$ cat config.mk
export PLATFORM = sky130hd
export DESIGN_NAME = timer_event_counter_capture
export DESIGN_NICKNAME = d
export VERILOG_FILES = /design/src/logic/timer_pkg.sv /design/src/logic/edge_filter.sv /design/src/logic/timer_event_counter_capture.sv
export VERILOG_INCLUDE_DIRS = /design/src /design/src/logic
export SDC_FILE = /design/constraint.sdc
export NUM_CORES = 1
export LEC_CHECK = 0
export BUFFER_PORTS_ARGS = -buffer_cell sky130_fd_sc_hd__buf_2
export CAP_MARGIN = 10
export CORE_MARGIN = 2
export CORE_UTILIZATION = 51
export CTS_CLUSTER_DIAMETER = 100
export DETAILED_ROUTE_END_ITERATION = 10
export PLACE_DENSITY = 0.82
export SYNTH_ARGS = -nofsm -noshare
export SYNTH_HDL_FRONTEND = slang
export SYNTH_SLANG_ARGS = --single-unit
export TNS_END_PERCENT = 10
$ cat constraint.sdc
create_clock -name pclk -period 2.2 [get_ports pclk]
set_clock_uncertainty 0.05 [all_clocks]
set_input_delay 0.22 -clock pclk [delete_from_list [all_inputs] [get_ports pclk]]
set_output_delay 0.22 -clock pclk [all_outputs]
set_load 0.02 [all_outputs]
$ cat src/logic/timer_defs.svh
// Register addresses, field positions, encodings and reset values of the timer block
`ifndef TIMER_DEFS_SVH
`define TIMER_DEFS_SVH

// APB address width
`define APB_ADDR_W      20

// Port registers: printed offsets are register indices, byte address is four times the index
`define PORT2_DIR_IDX   16'hff22
`define PORT2_ANA_IDX   16'hff84

// Timer registers, byte addresses
`define ADDR_COUNTER    20'h0_0000
`define ADDR_CAPCMP_A   20'h0_0004
`define ADDR_CAPCMP_B   20'h0_0008
`define ADDR_MODE_CTRL  20'h0_000c
`define ADDR_CC_CTRL    20'h0_0010
`define ADDR_PRESCALER  20'h0_0014
`define ADDR_STATUS     20'h0_0018

// Reset values, read-back high nibbles and counter limits
`define PORT2_DIR_RST   4'hf
`define PORT2_ANA_RST   4'h0
`define PORT2_DIR_HI    4'hf
`define PORT2_ANA_HI    4'h0
`define PRM_RST         8'h00
`define COUNT_ZERO      16'h0000
`define COUNT_MAX       16'hffff

// Prescaler mode register fields
`define PRM_CLK         1:0
`define PRM_EDGE_A      5:4
`define PRM_EDGE_B      7:6
`define PRM_WMASK       8'hf3

// Count clock selections
`define CLK_FULL        2'b00
`define CLK_DIV4        2'b01
`define CLK_DIV256      2'b10
`define CLK_EXT_A       2'b11

// Prescaler terminal values
`define DIV4_LAST       2'h3
`define DIV256_LAST     8'hff

// Edge select encodings (2'b10 is prohibited and detects nothing)
`define EDGE_FALL       2'b00
`define EDGE_RISE       2'b01
`define EDGE_BOTH       2'b11

// Timer mode control encodings
`define MODE_STOP       2'b00
`define MODE_FREE       2'b01
`define MODE_CLEAR      2'b10

// Capture/compare control: register A captures on input B edges
`define CC_CAPT_A_BIT   0
// Status register: sticky overflow flag, write 1 to clear
`define STAT_OVF_BIT    0

`endif

$ cat src/logic/timer_pkg.sv
// Types shared by the timer block and its input filter
`default_nettype none
package timer_pkg;

    // State of one input edge filter
    typedef struct packed {
        logic armed;    // Filter has one sample since start
        logic sample;   // Last sampled pin level
        logic level;    // Level confirmed by two equal samples
        logic edge_p;   // Valid edge pulse
    } filter_state_t;

    // Whole state of the timer core
    typedef struct packed {
        logic [7:0]  pre;       // Prescaler
        logic [15:0] cnt;       // Up counter
        logic [15:0] cra;       // Capture/compare A
        logic [15:0] crb;       // Capture/compare B
        logic [7:0]  prm;       // Prescaler mode
        logic [1:0]  tmc;       // Timer mode
        logic        crc;       // Capture A enable
        logic        ovf;       // Sticky overflow flag
        logic [3:0]  dir;       // Pin direction bits
        logic [3:0]  ana;       // Pin analog bits
        logic [31:0] rdata;     // APB read data
        logic        match_p;   // Match A request pulse
        logic        capb_p;    // Capture B request pulse
    } timer_state_t;

endpackage
`default_nettype wire

$ cat src/logic/edge_filter.sv
// Two-sample noise filter and valid-edge detector for one timer input pin
`timescale 1ns/1ps
`default_nettype none
`include "timer_defs.svh"
module edge_filter (
    // Clock and reset
    input  wire logic       pclk,
    input  wire logic       presetn,
    // Control
    input  wire logic       arm,
    input  wire logic       sample,
    input  wire logic [1:0] edge_sel,
    // Pin and result
    input  wire logic       din,
    output logic            edge_pulse
);

    timer_pkg::filter_state_t q;   // Registered state
    timer_pkg::filter_state_t d;   // Next state

    // True when a change to level new_lvl is a valid edge for sel
    function automatic logic edge_ok(input logic [1:0] sel, input logic new_lvl);
        edge_ok = 1'b0;
        unique case (sel)
            `EDGE_FALL: edge_ok = !new_lvl;
            `EDGE_RISE: edge_ok = new_lvl;
            `EDGE_BOTH: edge_ok = 1'b1;
            default:    edge_ok = 1'b0;
        endcase
    endfunction

    ////////////////////////////////////////////////////////////////////////////
    // Level is accepted only after two equal samples, so short pulses vanish.
    // Level starts at 0 on arming, so a high pin at start gives a rising edge.
    always_comb begin
        d        = q;
        d.edge_p = 1'b0;
        if (!arm) begin
            d = '0;
        end else if (sample) begin
            d.armed  = 1'b1;
            d.sample = din;
            // Second equal sample confirms a new level
            if (q.armed && (q.sample == din) && (q.level != din)) begin
                d.level  = din;
                d.edge_p = edge_ok(edge_sel, din);
            end
        end
    end

    // State register
    always_ff @(posedge pclk or negedge presetn) begin
        if (!presetn) begin
            q <= '0;
        end else begin
            q <= d;
        end
    end

    assign edge_pulse = q.edge_p;

endmodule // edge_filter
`default_nettype wire

$ cat src/logic/timer_event_counter_capture.sv
// 16-bit timer/event counter with capture, port mode registers and APB slave
//
// Behaviour
// - direction bit 0 drives pin, 1 input
// - analog bit 1 selects converter input
// - interval match clears counter, raises match request
// - prescaler bits 1:0 select count clock
// - interval is compare value plus one clocks
// - compare modes flag overflow only at FFFFH
// - lowered compare value lets counter run through
// - event mode counts each valid input A edge
// - event mode match clears counter, raises request
// - prescaler bits 5:4 select input A edge
// - event edges need two equal pclk samples
// - counting starts after first twice-seen edge
// - capture edges sampled twice at count clock
// - input A edge captures count into B
// - input B edge captures into A, match request
// - free-running wrap sets overflow flag anyway
// - edge code 00 fall, 01 rise, 11 both
// - count clock full, /4, /256 or edge A
`timescale 1ns/1ps
`default_nettype none
`include "timer_defs.svh"
module timer_event_counter_capture (
    // Clock and reset
    input  wire logic                   pclk,
    input  wire logic                   presetn,
    // APB slave
    input  wire logic                   psel,
    input  wire logic                   penable,
    input  wire logic                   pwrite,
    input  wire logic [`APB_ADDR_W-1:0] paddr,
    input  wire logic [31:0]            pwdata,
    output logic [31:0]                 prdata,
    output logic                        pready,
    output logic                        pslverr,
    // Timer input pins
    input  wire logic                   event_input_a,
    input  wire logic                   event_input_b,
    // Requests and flags
    output logic                        match_a_irq,
    output logic                        capture_b_irq,
    output logic                        overflow_flag,
    // Shared pin control
    output logic [3:0]                  pin_direction_bit,
    output logic [3:0]                  pin_analog_bit,
    output logic [3:0]                  pin_out_en
);

    timer_pkg::timer_state_t q;     // Registered state
    timer_pkg::timer_state_t d;     // Next state

    logic running;                  // Timer mode is not stop
    logic pre_tick;                 // Internal count clock enable
    logic tick;                     // Selected count clock enable
    logic ext_clk;                  // Count clock is input A edges
    logic edge_a;                   // Filtered valid edge on input A
    logic edge_b;                   // Filtered valid edge on input B
    logic sample_a;                 // Sampling strobe of input A filter
    logic wr_en;                    // APB write in access phase
    logic rd_setup;                 // APB read in setup phase
    logic mapped;                   // Address hits a register

    // Byte address of a port register from its printed index
    function automatic logic [`APB_ADDR_W-1:0] idx_addr(input logic [15:0] idx);
        idx_addr = {2'b00, idx, 2'b00};
    endfunction

    // True when addr decodes to one of the registers
    function automatic logic hit(input logic [`APB_ADDR_W-1:0] addr);
        hit = (addr == `ADDR_COUNTER) || (addr == `ADDR_CAPCMP_A) ||
              (addr == `ADDR_CAPCMP_B) || (addr == `ADDR_MODE_CTRL) ||
              (addr == `ADDR_CC_CTRL) || (addr == `ADDR_PRESCALER) ||
              (addr == `ADDR_STATUS) || (addr == idx_addr(`PORT2_DIR_IDX)) ||
              (addr == idx_addr(`PORT2_ANA_IDX));
    endfunction

    ////////////////////////////////////////////////////////////////////////////
    // Count clock selection

    assign running = (q.tmc != `MODE_STOP);
    assign ext_clk = (q.prm[`PRM_CLK] == `CLK_EXT_A);

    // Internal divided clock enables off the prescaler, which only runs while the timer runs
    always_comb begin
        unique case (q.prm[`PRM_CLK])
            `CLK_FULL:   pre_tick = 1'b1;
            `CLK_DIV4:   pre_tick = (q.pre[1:0] == `DIV4_LAST);
            `CLK_DIV256: pre_tick = (q.pre == `DIV256_LAST);
            `CLK_EXT_A:  pre_tick = 1'b0;
        endcase
    end

    // In event mode input A edges are the count clock
    assign tick = ext_clk ? edge_a : pre_tick;

    // Input A is sampled at pclk when it is the clock, else at the count clock
    assign sample_a = ext_clk ? 1'b1 : pre_tick;

    ////////////////////////////////////////////////////////////////////////////
    // Input filters; both are held clear while the timer is stopped, so the
    // first count or capture needs a fresh twice-seen edge after start

    edge_filter u_filter_a (
        .pclk       (pclk),
        .presetn    (presetn),
        .arm        (running),
        .sample     (sample_a),
        .edge_sel   (q.prm[`PRM_EDGE_A]),
        .din        (event_input_a),
        .edge_pulse (edge_a)
    );

    edge_filter u_filter_b (
        .pclk       (pclk),
        .presetn    (presetn),
        .arm        (running),
        .sample     (pre_tick),
        .edge_sel   (q.prm[`PRM_EDGE_B]),
        .din        (event_input_b),
        .edge_pulse (edge_b)
    );

    ////////////////////////////////////////////////////////////////////////////
    // APB decode: always ready, read data captured in the setup cycle

    assign wr_en    = psel && penable && pwrite;
    assign rd_setup = psel && !penable && !pwrite;
    assign mapped   = hit(paddr);

    ////////////////////////////////////////////////////////////////////////////
    // Next-state logic: bus writes first, hardware events after so they win

    always_comb begin
        d         = q;
        d.match_p = 1'b0;
        d.capb_p  = 1'b0;

        // Prescaler runs only while the timer runs, so division starts aligned
        d.pre = running ? q.pre + 8'h01 : 8'h00;

        // Register writes
        if (wr_en) begin
            unique case (paddr)
                `ADDR_CAPCMP_A:  d.cra = pwdata[15:0];
                `ADDR_CAPCMP_B:  d.crb = pwdata[15:0];
                `ADDR_MODE_CTRL: d.tmc = pwdata[1:0];
                `ADDR_CC_CTRL:   d.crc = pwdata[`CC_CAPT_A_BIT];
                `ADDR_PRESCALER: d.prm = pwdata[7:0] & `PRM_WMASK;
                `ADDR_STATUS: begin
                    // Write 1 clears; a same-cycle overflow sets it again below
                    if (pwdata[`STAT_OVF_BIT]) begin
                        d.ovf = 1'b0;
                    end
                end
                default: begin
                    // Port registers and read-only counter
                    if (paddr == idx_addr(`PORT2_DIR_IDX)) begin
                        d.dir = pwdata[3:0];
                    end else if (paddr == idx_addr(`PORT2_ANA_IDX)) begin
                        d.ana = pwdata[3:0];
                    end
                end
            endcase
        end

        // Counter
        if (!running) begin
            d.cnt = `COUNT_ZERO;
        end else if (tick) begin
            if (q.tmc == `MODE_CLEAR) begin
                if (q.cnt == q.cra) begin
                    // Match clears and keeps counting: period is value plus one
                    d.cnt     = `COUNT_ZERO;
                    d.match_p = 1'b1;
                    if (q.cra == `COUNT_MAX) begin
                        d.ovf = 1'b1;
                    end
                end else begin
                    // A compare below the count is passed: wraps without a flag
                    d.cnt = q.cnt + 16'h0001;
                end
            end else begin
                // Free-running wrap
                d.cnt = q.cnt + 16'h0001;
                if (q.cnt == `COUNT_MAX) begin
                    d.ovf = 1'b1;
                end
            end
        end

        // Captures in free-running mode; input A is unusable as a trigger
        // while it is also the count clock
        if ((q.tmc == `MODE_FREE) && !ext_clk) begin
            if (edge_a) begin
                d.crb    = q.cnt;
                d.capb_p = 1'b1;
            end
            if (edge_b && q.crc) begin
                d.cra     = q.cnt;
                d.match_p = 1'b1;
            end
        end

        // Read data is latched in the setup cycle and shown in the access cycle
        if (rd_setup) begin
            unique case (paddr)
                `ADDR_COUNTER:   d.rdata = {16'h0000, q.cnt};
                `ADDR_CAPCMP_A:  d.rdata = {16'h0000, q.cra};
                `ADDR_CAPCMP_B:  d.rdata = {16'h0000, q.crb};
                `ADDR_MODE_CTRL: d.rdata = {30'h0000_0000, q.tmc};
                `ADDR_CC_CTRL:   d.rdata = {31'h0000_0000, q.crc};
                `ADDR_PRESCALER: d.rdata = {24'h00_0000, q.prm};
                `ADDR_STATUS:    d.rdata = {31'h0000_0000, q.ovf};
                default: begin
                    if (paddr == idx_addr(`PORT2_DIR_IDX)) begin
                        d.rdata = {24'h00_0000, `PORT2_DIR_HI, q.dir};
                    end else if (paddr == idx_addr(`PORT2_ANA_IDX)) begin
                        d.rdata = {24'h00_0000, `PORT2_ANA_HI, q.ana};
                    end else begin
                        d.rdata = 32'h0000_0000;
                    end
                end
            endcase
        end
    end

    ////////////////////////////////////////////////////////////////////////////
    // State register

    always_ff @(posedge pclk or negedge presetn) begin
        if (!presetn) begin
            q     <= '0;
            q.prm <= `PRM_RST;
            q.dir <= `PORT2_DIR_RST;
            q.ana <= `PORT2_ANA_RST;
        end else begin
            q <= d;
        end
    end

    ////////////////////////////////////////////////////////////////////////////
    // Outputs

    // Zero-wait slave; unmapped addresses answer with an error
    assign pready  = 1'b1;
    assign pslverr = psel && penable && !mapped;
    assign prdata  = q.rdata;

    // One-cycle request pulses and the sticky flag
    assign match_a_irq   = q.match_p;
    assign capture_b_irq = q.capb_p;
    assign overflow_flag = q.ovf;

    // Pin control: 0 turns the output buffer on, analog bit selects converter
    assign pin_direction_bit = q.dir;
    assign pin_analog_bit    = q.ana;
    assign pin_out_en        = ~q.dir;

endmodule // timer_event_counter_capture
`default_nettype wire

; Word level (Yosys, flattened, before mapping)
; Cells that the tools add are included.
[totals]
output_inout_bits = 49
wordCells = 142
ff_bits = 116
[classes]
reduce_logical = 38
eq_ne = 31
addsub = 2
mux = 47
n_bitwise = 3
[op_table]
columns = operator, n
row1 = two-way mux 16 bit, 8
row2 = one-hot mux 16 bit (7 select lines), 1
row3 = "== test 20 x 5 -> 1 bit, second input constant", 3
row4 = two-way mux 52 bit, 1
row5 = "== test 20 x 18 -> 1 bit, second input constant", 2
row6 = "== test 20 x 4 -> 1 bit, second input constant", 2
row7 = "== test 16 bit, second input constant", 2
row8 = two-way mux 32 bit, 1
row9 = two-way mux 4 bit, 8
row10 = two-way mux 8 bit, 4
row11 = "== test 20 x 3 -> 1 bit, second input constant", 1
row12 = zero test 20 bit, 1
row13 = two-way mux 1 bit, 17
row14 = "adder 16 x 1 -> 16 bit, second input constant", 1
row15 = == test 16 bit, 1
row16 = "== test 2 bit, second input constant", 6
row17 = logical AND 1 bit, 11
row18 = "inequality test 2 x 1 -> 1 bit, second input constant", 5
row19 = AND reduction 2 bit, 5
row20 = "adder 8 x 1 -> 8 bit, second input constant", 1
row21 = "== test 2 x 1 -> 1 bit, second input constant", 4
row22 = "== test 8 bit, second input constant", 1
row23 = logical OR 1 bit, 8
row24 = two-way mux 2 bit, 4
row25 = 12 further kinds, 23

; Depth between registers and ports, before layout
; Gate-level depths: netlist (run 1).
[depth]
word_depth = 11
depth_mapped = 10

; Modules after synthesis
; From an unflattened synthesis (run 1), not the netlist that was laid out.
[unflattened]
cells_unflattened = 649
hier_area_um2 = 5844.4
[modules_own_cells]
columns = module, area_each_um2, cells_each, instances
row1 = timer_event_counter_capture, 5459.0, 615, 1
row2 = edge_filter, 192.7, 17, 2

; Worst setup path before layout (run 1)
; OpenSTA, ideal clock, no wires.
[synth_timing]
path_type = input-to-reg
from = input port paddr[19]
to = register q[81] in the netlist's numbering
cell_stages = 9
setup_ns = 0.132
required_time_ns = 2.018
setup_slack_ns = -0.209
n_path_buf = 3
arrival_ns = 2.227
path_cell_list = or4_1 -> or4_1 -> buf_2 -> nor3_2 -> and3_1 -> buf_4 -> buf_6 -> mux2i_1 -> o21ai_1
[synth_lines]
columns = element, line_no
row1 = start: declaration, timer_event_counter_capture.sv:33  ; input wire logic [`APB_ADDR_W-1:0] paddr,
row2 = end: declaration, timer_event_counter_capture.sv:51  ; timer_pkg::timer_state_t q;

; Worst setup path after layout (run 1)
[layout_timing]
from = input port paddr[19]
to = output port pslverr
[layout_between]
elab_chain_cells = 11
[layout_rtl]
columns = element, line_no
row1 = == test 20 x 3 -> 1 bit / zero test 20 bit (equally long branches), -
row2 = logical OR 1 bit (7 in a row), timer_event_counter_capture.sv:72  ; hit = (addr == `ADDR_COUNTER) || (addr == `ADDR_CAPCMP_A) ||
row3 = logical OR 1 bit *, timer_event_counter_capture.sv:72
row4 = zero test 1 bit *, timer_event_counter_capture.sv:248  ; assign pslverr = psel && penable && !mapped;
row5 = logical AND 1 bit *, timer_event_counter_capture.sv:248
row6 = end: declaration, timer_event_counter_capture.sv:37  ; output logic pslverr,
; Mark *: on every way between the ends. The rest lies on a longest branch, timed or not.

==> impl_metrics.py, run 1 <==
metrics = {
    "synth": {
        "synthAdderAreaFrac_pct": 0.441,
        "synth_cells": 624,
        "synth_top_area_share_pct": 42.3,
        "synthArstFlopShare_pct": 100,
        "synth_warnings": 0,
        "ys.flop_type": "dfrtp_1",
        "yosys.area_share.xor_xnor_pct": 5.25,
        "synthMuxAreaShare_pct": 7.43,
        "synth.cell_area_um2": 5670,
        "yosys_register_bits": 100,
        "ys_top_cells_by_area": "dfrtp_1, buf_4, nand2_1",
        "synthDistinctLibCells": 50,
        "syn_area_per_cell_um2": 9.09,
        "synth_top_family_by_area": "simple AND/OR/NAND/NOR gates",
        "yosysSeqAreaShare_pct": 44.2,
        "synth_largest_area_cell": "dfrtp_1",
        "synth_edf_count": 0,
        "yosys.area_share.simple_pct": 22.1,
        "synth-compound-area-share_pct": 11.1,
    },
    "sta": {
        "hold_violations": 0,
        "period_share_pct": 101,
        "relSlewSlack_pct": 55.2,
        "max_freq_mhz": 448,
        "post-route-min-period_ns": 2.23,
        "setup_viol": 2,
        "tightest_slew_ns": 0.673,
        "rsz0062_at_grt": "yes",
        "fin_ws_ns": -0.0304,
        "maxSlewViolCount": 0,
        "fin_tns_setup_ns": -0.0595,
    },
    "setup_path": {
        "reg2reg_depth": 6,
        "required_ns": 1.93,
        "cp-start-kind": "input port",
        "crit_fanout": 5,
        "slowest_delay_ns": 0.52,
        "critPathTopFamily": "simple AND/OR/NAND/NOR gates",
        "critical_path_class": "input port to output pin",
        "r2r_slack_ns": 0.10,
        "crit_arrival_ns": 1.96,
        "cp_slowest_cell": "or4_4",
        "critical_path.cell_chain": "buf_2 > or4_4 > or4_4 > nor4_2 > buf_4 > nor4_2 > buf_2",
        "crit_cells": 7,
        "path_buf_inv": 3,
        "cp-end-kind": "output pin",
    },
    "place": {
        "dp_hpwl_um": 11100,
        "placed_area_um2": 6180,
        "portBuffers": 74,
        "place_congestion": 0.943,
    },
    "die": {
        "io_pins": 108,
        "die_h_um": 109,
        "start_util_pct": 52.3,
        "row_count": 38,
        "core_area_um2": 10800,
        "die_area_um2": 12000,
        "die_w_um": 109,
    },
    "layout": {
        "seqCellArea_um2": 2510,
        "multi_input_area_um2": 2740,
        "synthToLayoutAreaGrowth_pct": 13.2,
        "final_area_um2": 6420,
        "n_antenna_cell": 0,
        "layout-drive-gt1-share_pct": 25.1,
        "n_fill_cell": 926,
        "nets": 757,
    },
    "power_and_ir_drop": {
        "irDropWorstVdd_uv": 520,
        "p_leak_nw": 2.84,
        "powerDensity_nw_per_um2": 522,
        "design_power_total_mw": 3.35,
    },
    "grt": {
        "grt_pass1_vias": 4921,
        "grt_pass1_wl_um": 24600,
        "grt_overflow_total": 0,
        "antenna_found_initial": 0,
        "grt_usage_pct": 26.5,
        "grt_max_degree": 50,
    },
    "run": {
        "max-cap-violations": 0,
    },
    "cts": {
        "cts.path.max_buffers": 2,
        "cts.sinks": 100,
        "htreeDepth": 3,
        "cts_tree": "yes",
        "clock_latency_ns": 0.37,
        "clockRootBuffer": "clkbuf_8",
        "clk_pin_slew_ns": 0.10,
        "cts_buffers": 9,
    },
    "drt": {
        "ant_nets": 0,
        "via_count": 5013,
        "post_drt_wl_per_cell_um": 17.7,
        "wl_um": 14900,
        "drc": 0,
        "drt_iter0_drc": 527,
        "avgViaCountPerCell": 5.96,
        "drt-pass1-iter-count": 5,
    },
    "hold_path": {
        "worstHoldPathType": "input port to flop",
        "hold_depth": 3,
    },
    "outcome": {
        "status": "finished with violations",
        "violations": "negative setup slack",
    },
}
-- worst reg2reg max path: cells and delay by family, from the launching register on --
family           cells  cell delay [ns]
XOR/XNOR             1             0.20
flip-flops           1             0.44
AND/OR/NAND/NOR      5             1.36
-- cell usage after synthesis (13+ instances only) --
cell type / n
dfrtp_1: 96
nand2_1: 82
nor2_1: 79
buf_4: 42
clkbuf_1: 30
a31oi_1: 25
mux2i_1: 23
xor2_1: 23
nand4_1: 18
mux2_2: 17
nand3_1: 16
o21ai_0: 15
and3_1: 13
-- power breakdown --
part           total (mW)  internal [mW]  switching [mW]
Combinational       0.358          0.119           0.239
Sequential           1.90           1.88          0.0219
Clock                1.09          0.413           0.677
Total                3.35           2.41           0.938
-- cells by family after synthesis --
family,Yosys count
XOR/XNOR,34
flip-flops,100
other,2
multiplexers,40
AO/OA/AOI/OAI,97
buffers and inverters,90
AND/OR/NAND/NOR,259
adder cells (fa/ha/maj),2
-- state kept, by name (all words and copies together) (netlist names) --
name	flops
capture_b_irq	1
overflow_flag	1
u_filter_b.edge_pulse	1
match_a_irq	1
pin_analog_bit	4
pin_direction_bit	4
u_filter_a.q	3
u_filter_b.q	3
q	65
prdata	16
u_filter_a.edge_pulse	1
-- timing repair --
action | in CTS | in global routing
gates cloned | 0 | 0
endpoints found under the hold margin | 42 | 0
buffers inserted | 1 | 2
resized for setup | 6 | 4
setup endpoints to repair | 21 | 35
pin swaps | 0 | 1
hold buffers | 1 | 0
-- cell type report --
cell class,count,area share (%)
Tap cell,140,2.73
Clock inverter,7,0.798
Multi-Input combinational cell,449,42.6
Timing Repair Buffer,126,12.4
Clock buffer,9,1.93
Inverter,10,0.584
Sequential cell,100,39.0
-- path summary, 6_finish.rpt --
kind,endpoint,startpoint
worst min-delay path,q[69],pwdata[15]
worst max register to register,overflow_flag,q[70]
min in group asynchronous,q[104],presetn
worst max-delay path,pslverr,paddr[19]
worst min register to register,prdata[9],prdata[9]
max in group asynchronous,prdata[8],presetn
-- per-stage QoR --
step           hold WS, ns  instances  setup WS, ns  utilization (%)
5_1_grt             0.0540        841       -0.0929             59.3
4_1_cts             0.0501        839       -0.0274             59.0
2_1_floorplan       -0.126        639        -0.179                -
3_3_place_gp         0.234        821        -0.442             57.0
6_report            0.0669        841       -0.0304             59.3
3_5_place_dp         0.250        821        -0.465             57.0
-- cell usage in the layout, fill, tap and decap left out, types with 14 or more instances in the layout --
cell type	instances
a31oi_1	25
buf_2	73
buf_4	49
conb_1	17
dfrtp_1	96
mux2_2	17
mux2i_1	23
nand2_1	82
nand3_1	16
nand4_1	18
nor2_1	79
o21ai_0	14
xor2_1	23
-- metal layers --
layer	part of all wire, %	wire length (µm)	track usage, %	vias up
met5	0	0	0	-
met4	2.6	389	9.13	0
met3	8.9	1320	5.22	47
met2	49	7340	43.8	278
met1	39	5850	34.8	2427
li1	-	-	-	2261
Note: power is estimated with default switching activity, not from simulation.
==> inputs of run 2 (changes only) <==
--- a/config.mk
+++ b/config.mk
@@ -10,9 +10,10 @@
 export CAP_MARGIN = 10
 export CORE_MARGIN = 2
 export CORE_UTILIZATION = 51
+export CTS_BUF_LIST = sky130_fd_sc_hd__clkbuf_16
 export CTS_CLUSTER_DIAMETER = 100
 export DETAILED_ROUTE_END_ITERATION = 10
-export PLACE_DENSITY = 0.82
+export PLACE_DENSITY = 0.87
 export SYNTH_ARGS = -nofsm -noshare
 export SYNTH_HDL_FRONTEND = slang
 export SYNTH_SLANG_ARGS = --single-unit
==> run 2 against run 1 <==
  * The flow still finishes with violations (negative setup slack)
  * Sequential power about the same
  * Largest power group unchanged
  * Cell count down 0.59%
  * Largest cell class unchanged
  * First-iteration DRC count up 5.7%
  * Global-route usage down 0.48 points
  * Worst setup slack better by 0.010 ns
  * Critical path type unchanged
==> impl_metrics.py, run 2 (same netlist as run 1, synthesis figures left out) <==
metrics = {
    "outcome": {
        "status": "finished with violations",
        "violations": "negative setup slack",
    },
    "setup_path": {
        "required_ns": 1.93,
        "cp_slowest_cell": "or4_4",
        "slowest_delay_ns": 0.53,
        "crit_fanout": 5,
        "cp-end-kind": "output pin",
        "worstReg2RegStart": "q[102]",
        "critPathTopFamily": "simple AND/OR/NAND/NOR gates",
        "path_buf_inv": 3,
        "critical_path.cell_chain": "buf_6 > or4_4 > or4_4 > nor4_4 > buf_4 > nor4_4 > buf_4",
        "cp-start-kind": "input port",
        "crit_arrival_ns": 1.95,
        "crit_start": "paddr[0]",
        "critical_path_class": "input port to output pin",
    },
    "place": {
        "portBuffers": 74,
        "placed_area_um2": 6160,
        "dp_hpwl_um": 10900,
        "place_congestion": 0.963,
    },
    "die": {
        "die_area_um2": 12000,
        "io_pins": 108,
        "row_count": 38,
        "die_w_um": 109,
        "die_h_um": 109,
        "core_area_um2": 10800,
        "start_util_pct": 52.3,
    },
    "drt": {
        "drt_iter0_drc": 557,
        "ant_nets": 0,
        "wl_um": 15300,
        "via_count": 5003,
        "drt-pass1-iter-count": 5,
        "drc": 0,
        "post_drt_wl_per_cell_um": 18.3,
        "avgViaCountPerCell": 5.98,
    },
    "sta": {
        "rsz0062_at_grt": "yes",
        "fin_tns_setup_ns": -0.0204,
        "setup_viol": 1,
        "post-route-min-period_ns": 2.22,
        "fin_ws_ns": -0.0204,
        "max_freq_mhz": 450,
        "period_share_pct": 101,
        "hold_violations": 0,
        "maxSlewViolCount": 0,
    },
    "power_and_ir_drop": {
        "p_switching_uw": 987,
        "irDropWorstVdd_uv": 512,
        "intPower_mw": 3.01,
        "powerDensity_nw_per_um2": 608,
        "p_sw_share_pct": 24.7,
        "comb_power_share_pct": 9.1,
        "pwr-share-clk_pct": 43.1,
        "p_leak_nw": 2.91,
        "seq_power_share_pct": 47.8,
    },
    "grt": {
        "grt_pass1_vias": 4831,
        "grt_pass1_wl_um": 24200,
        "antenna_found_initial": 0,
        "grt_usage_pct": 26.0,
        "grt_overflow_total": 0,
        "grt_max_degree": 48,
    },
    "layout": {
        "n_antenna_cell": 0,
        "synthToLayoutAreaGrowth_pct": 15.8,
        "top_register": "q",
        "layout_commonest_cell": "dfrtp_1",
        "multi_input_area_um2": 2750,
        "layout_common_cells": "dfrtp_1, nand2_1, nor2_1, buf_2, buf_4",
        "seqCellArea_um2": 2510,
        "final_area_um2": 6570,
        "layout-drive-gt1-share_pct": 24.6,
        "nets": 752,
        "n_fill_cell": 868,
        "largest_register_ffs": 65,
    },
    "cts": {
        "clock_latency_ns": 0.35,
        "cts.path.max_buffers": 2,
        "cts_buffers": 9,
        "cts_tree": "yes",
        "clockRootBuffer": "clkbuf_16",
        "htreeDepth": 3,
        "clk_pin_slew_ns": 0.07,
        "cts.sinks": 100,
    },
    "run": {
        "max-cap-violations": 0,
    },
    "hold_path": {
        "min_from": "pwdata[8]",
        "worstHoldPathType": "input port to flop",
    },
}
-- run 2: metrics by stage --
stage	hold slack [ns]	total power, mW	cells	setup WS, ns	utilization (%)
3_3_place_gp	0.0949	2.29	816	-0.322	56.8
5_1_grt	0.0973	4.12	836	-0.0609	60.6
3_5_place_dp	0.103	2.30	816	-0.396	56.8
2_1_floorplan	-0.126	2.21	639	-0.179	-
4_1_cts	0.0810	4.00	834	-0.0491	60.3
6_report	0.0854	4.00	836	-0.0204	60.6
-- run 2: power groups by stage --
stage | combinational, mW | sequential, mW | clock (mW)
3_3_place_gp | 0.344 | 1.94 | 0
6_report | 0.362 | 1.91 | 1.72
3_5_place_dp | 0.349 | 1.95 | 0
4_1_cts | 0.360 | 1.91 | 1.73
5_1_grt | 0.396 | 1.91 | 1.81
2_1_floorplan | 0.268 | 1.94 | 0
-- run 2: worst register-to-register path, cell delays in order, from the launching register on --
cell and delay [ns]:
dfrtp_1 0.41, ha_1 0.23, nor2_1 0.08, o21ai_0 0.24, nor2b_2 0.24, nand4_1 0.13
or4_1 0.53, nand3_1 0.09
-- run 2: timing repair --
item                                   CTS  global route
pin swaps                                4             1
setup endpoints to repair               20            59
endpoints found under the hold margin   20             0
buffers inserted                         1             2
hold buffers                             1             0
gates resized for setup                  7             5
-- run 2: layout make-up --
type,count,area share [%]
Tap cell,140,2.67
Multi-Input combinational cell,449,41.9
Clock inverter,7,1.50
Sequential cell,100,38.2
Clock buffer,9,3.43
Inverter,10,0.571
Timing Repair Buffer,121,11.8
-- run 2: path summary, 6_finish.rpt --
check | end | slack [ns] | cells after the start
max in group asynchronous | prdata[10] | 1.12 | 3
min | q[62] | 0.09 | 3
max | pslverr | -0.02 | 7
max reg2reg | overflow_flag | 0.14 | 7
min reg2reg | prdata[10] | 0.46 | 2
min in group asynchronous | pin_analog_bit[3] | 0.27 | 2
-- run 2: routing by layer --
metal,wire (µm),track usage [%],vias up
li1,-,-,2253
met1,6100,34.1,2426
met2,7460,42.2,277
met3,1300,5.04,47
met4,429,10.8,0
met5,0,0,-
==> inputs of run 3 (changes only) <==
==> constraint.sdc (replaced) <==
create_clock -name pclk -period 2.2 [get_ports pclk]
set_clock_uncertainty 0.05 [all_clocks]
set_input_delay 0.66 -clock pclk [delete_from_list [all_inputs] [get_ports pclk]]
set_output_delay 0.66 -clock pclk [all_outputs]
set_load 0.02 [all_outputs]
==> run 3 against run 2 <==
  * The flow still finishes with violations (negative setup slack)
  * Critical path depth down 1
  * Fmax down 25%
  * Power down 0.48%
  * Worst hold slack better by 0.061 ns
  * Utilization up 3.4 points
  * First-iteration DRC count up 19%
  * Routed wire length up 10%
  * Combinational power up 10%
  * Count of clock-buffer cells in the layout unchanged
  * Worst setup slack worse by 0.75 ns
  * Register-to-register slack worse by 0.02 ns
==> impl_metrics.py, run 3 (same netlist as run 1, synthesis figures left out) <==
metrics = {
    "layout": {
        "final_area_um2": 6940,
        "layout_common_cells": "dfrtp_1, nor2_1, nand2_1, buf_2, buf_4",
        "n_antenna_cell": 0,
        "layout_commonest_cell": "dfrtp_1",
        "layout-drive-gt1-share_pct": 29.9,
        "nets": 778,
        "stdcell_count": 862,
        "top_register": "q",
        "largest_register_ffs": 65,
        "synthToLayoutAreaGrowth_pct": 22.3,
    },
    "sta": {
        "period_share_pct": 135,
        "post-route-min-period_ns": 2.98,
        "rsz0062_at_grt": "yes",
        "maxSlewViolCount": 0,
        "max_freq_mhz": 336,
        "setup_viol": 67,
        "relSlewSlack_pct": 54.3,
        "tightest_slew_ns": 0.679,
        "whs_ns": 0.147,
        "fin_ws_ns": -0.775,
        "hold_violations": 0,
    },
    "die": {
        "die_area_um2": 12000,
        "die_w_um": 109,
        "die_h_um": 109,
        "core_area_um2": 10800,
        "row_count": 38,
        "io_pins": 108,
        "start_util_pct": 52.3,
    },
    "place": {
        "dp.cells": 841,
        "portBuffers": 74,
        "dp_hpwl_um": 11300,
        "place_ws_ns": -0.934,
        "place_congestion": 1.03,
        "placed_area_um2": 6370,
    },
    "setup_path": {
        "reg2reg_depth": 6,
        "critical_path_class": "input port to output pin",
        "cp_slowest_cell": "or4_4",
        "slowest_delay_ns": 0.59,
        "crit_fanout": 3,
        "critical_path.cell_chain": "buf_6 > or4_4 > or4_4 > nor2b_4 > nor4_4 > buf_4",
        "r2r_slack_ns": 0.12,
        "cp-end-kind": "output pin",
        "required_ns": 1.49,
        "worstReg2RegStart": "q[79]",
        "cp-start-kind": "input port",
        "crit_arrival_ns": 2.27,
        "crit_top_cell": "or4_4",
        "reg2reg_to": "overflow_flag",
    },
    "grt": {
        "grt_pass1_wl_um": 26300,
        "grt_pass1_vias": 5286,
        "antenna_found_initial": 0,
        "grt_overflow_total": 0,
        "grt_usage_pct": 28.4,
        "grt_max_degree": 47,
    },
    "outcome": {
        "status": "finished with violations",
        "violations": "negative setup slack",
    },
    "power_and_ir_drop": {
        "p_leak_nw": 3.12,
        "powerDensity_nw_per_um2": 573,
        "design_power_total_mw": 3.98,
        "irDropWorstVdd_uv": 441,
    },
    "drt": {
        "wl_um": 16900,
        "drc": 0,
        "ant_nets": 0,
        "via_count": 5406,
        "drt-pass1-iter-count": 9,
        "post_drt_wl_per_cell_um": 19.5,
        "avgViaCountPerCell": 6.27,
        "drt_iter0_drc": 662,
    },
    "cts": {
        "cts_buffers": 9,
        "clk_pin_slew_ns": 0.07,
        "clockRootBuffer": "clkbuf_16",
        "cts.sinks": 100,
        "cts_tree": "yes",
        "cts.path.max_buffers": 2,
        "htreeDepth": 3,
        "clock_latency_ns": 0.35,
    },
    "hold_path": {
        "worstHoldPathType": "input port to async pin",
    },
    "run": {
        "max-cap-violations": 0,
    },
}
## run 3: changes by cell type in the layout (fill, tap and decap cells not counted), sizes merged
cell,previous run,this run
clkinvlp,1,0
dlygate4sd3,1,0
buf,120,147
inv,12,13
## run 3: worst max-delay path: cells and delay by family
family,cells,cell delay (ns)
AND/OR/NAND/NOR,4,1.34
buffers and inverters,2,0.25
## run 3: worst max-delay path by stage
stage	endpoint	start	slack, ns	cells past startpoint
6_report	pslverr	paddr[19]	-0.78	6
5_1_grt	pslverr	paddr[19]	-0.80	6
4_1_cts	pslverr	paddr[19]	-0.75	6
3_5_place_dp	prdata[12]	paddr[19]	-0.93	9
3_3_place_gp	prdata[8]	paddr[19]	-0.89	9
2_1_floorplan	q[60]	paddr[19]	-0.63	9
## run 3: area by class of cell
class	instances	area [µm²]
clock inverters	7	85.1
fillers	795	3900
flip-flops and latches	100	2510
multi-input cells	449	2900
inverters	10	37.5
repair buffers	147	1010
clock buffers	9	225
well taps	140	175
## run 3: repair_timing
action,4_1_cts,5_1_grt
gates resized for setup,46,16
hold buffers,0,0
buffers inserted,4,1
pin swaps,24,16
setup endpoints to repair,67,80
## run 3: where the power goes
group	switching [mW]	internal (mW)	total, mW
Sequential	0.0237	1.88	1.91
Combinational	0.259	0.140	0.399
Clock	0.683	0.987	1.67
## run 3: through the flow
stage | TNS (ns) | util, %
6_report | -25.33 | 64.0
5_1_grt | -28.77 | 64.0
4_1_cts | -24.62 | 63.4
3_5_place_dp | -53.82 | 58.7
3_3_place_gp | -50.86 | 58.7
2_1_floorplan | -34.40 | -
## run 3: per-layer routing
metal / vias to the layer above / wire, µm / global-route usage (%)
li1: 2323 / - / -
met1: 2570 / 6100 / 35.4
met2: 397 / 8140 / 46.7
met3: 116 / 1690 / 5.93
met4: 0 / 923 / 14.2
met5: - / 0 / 0
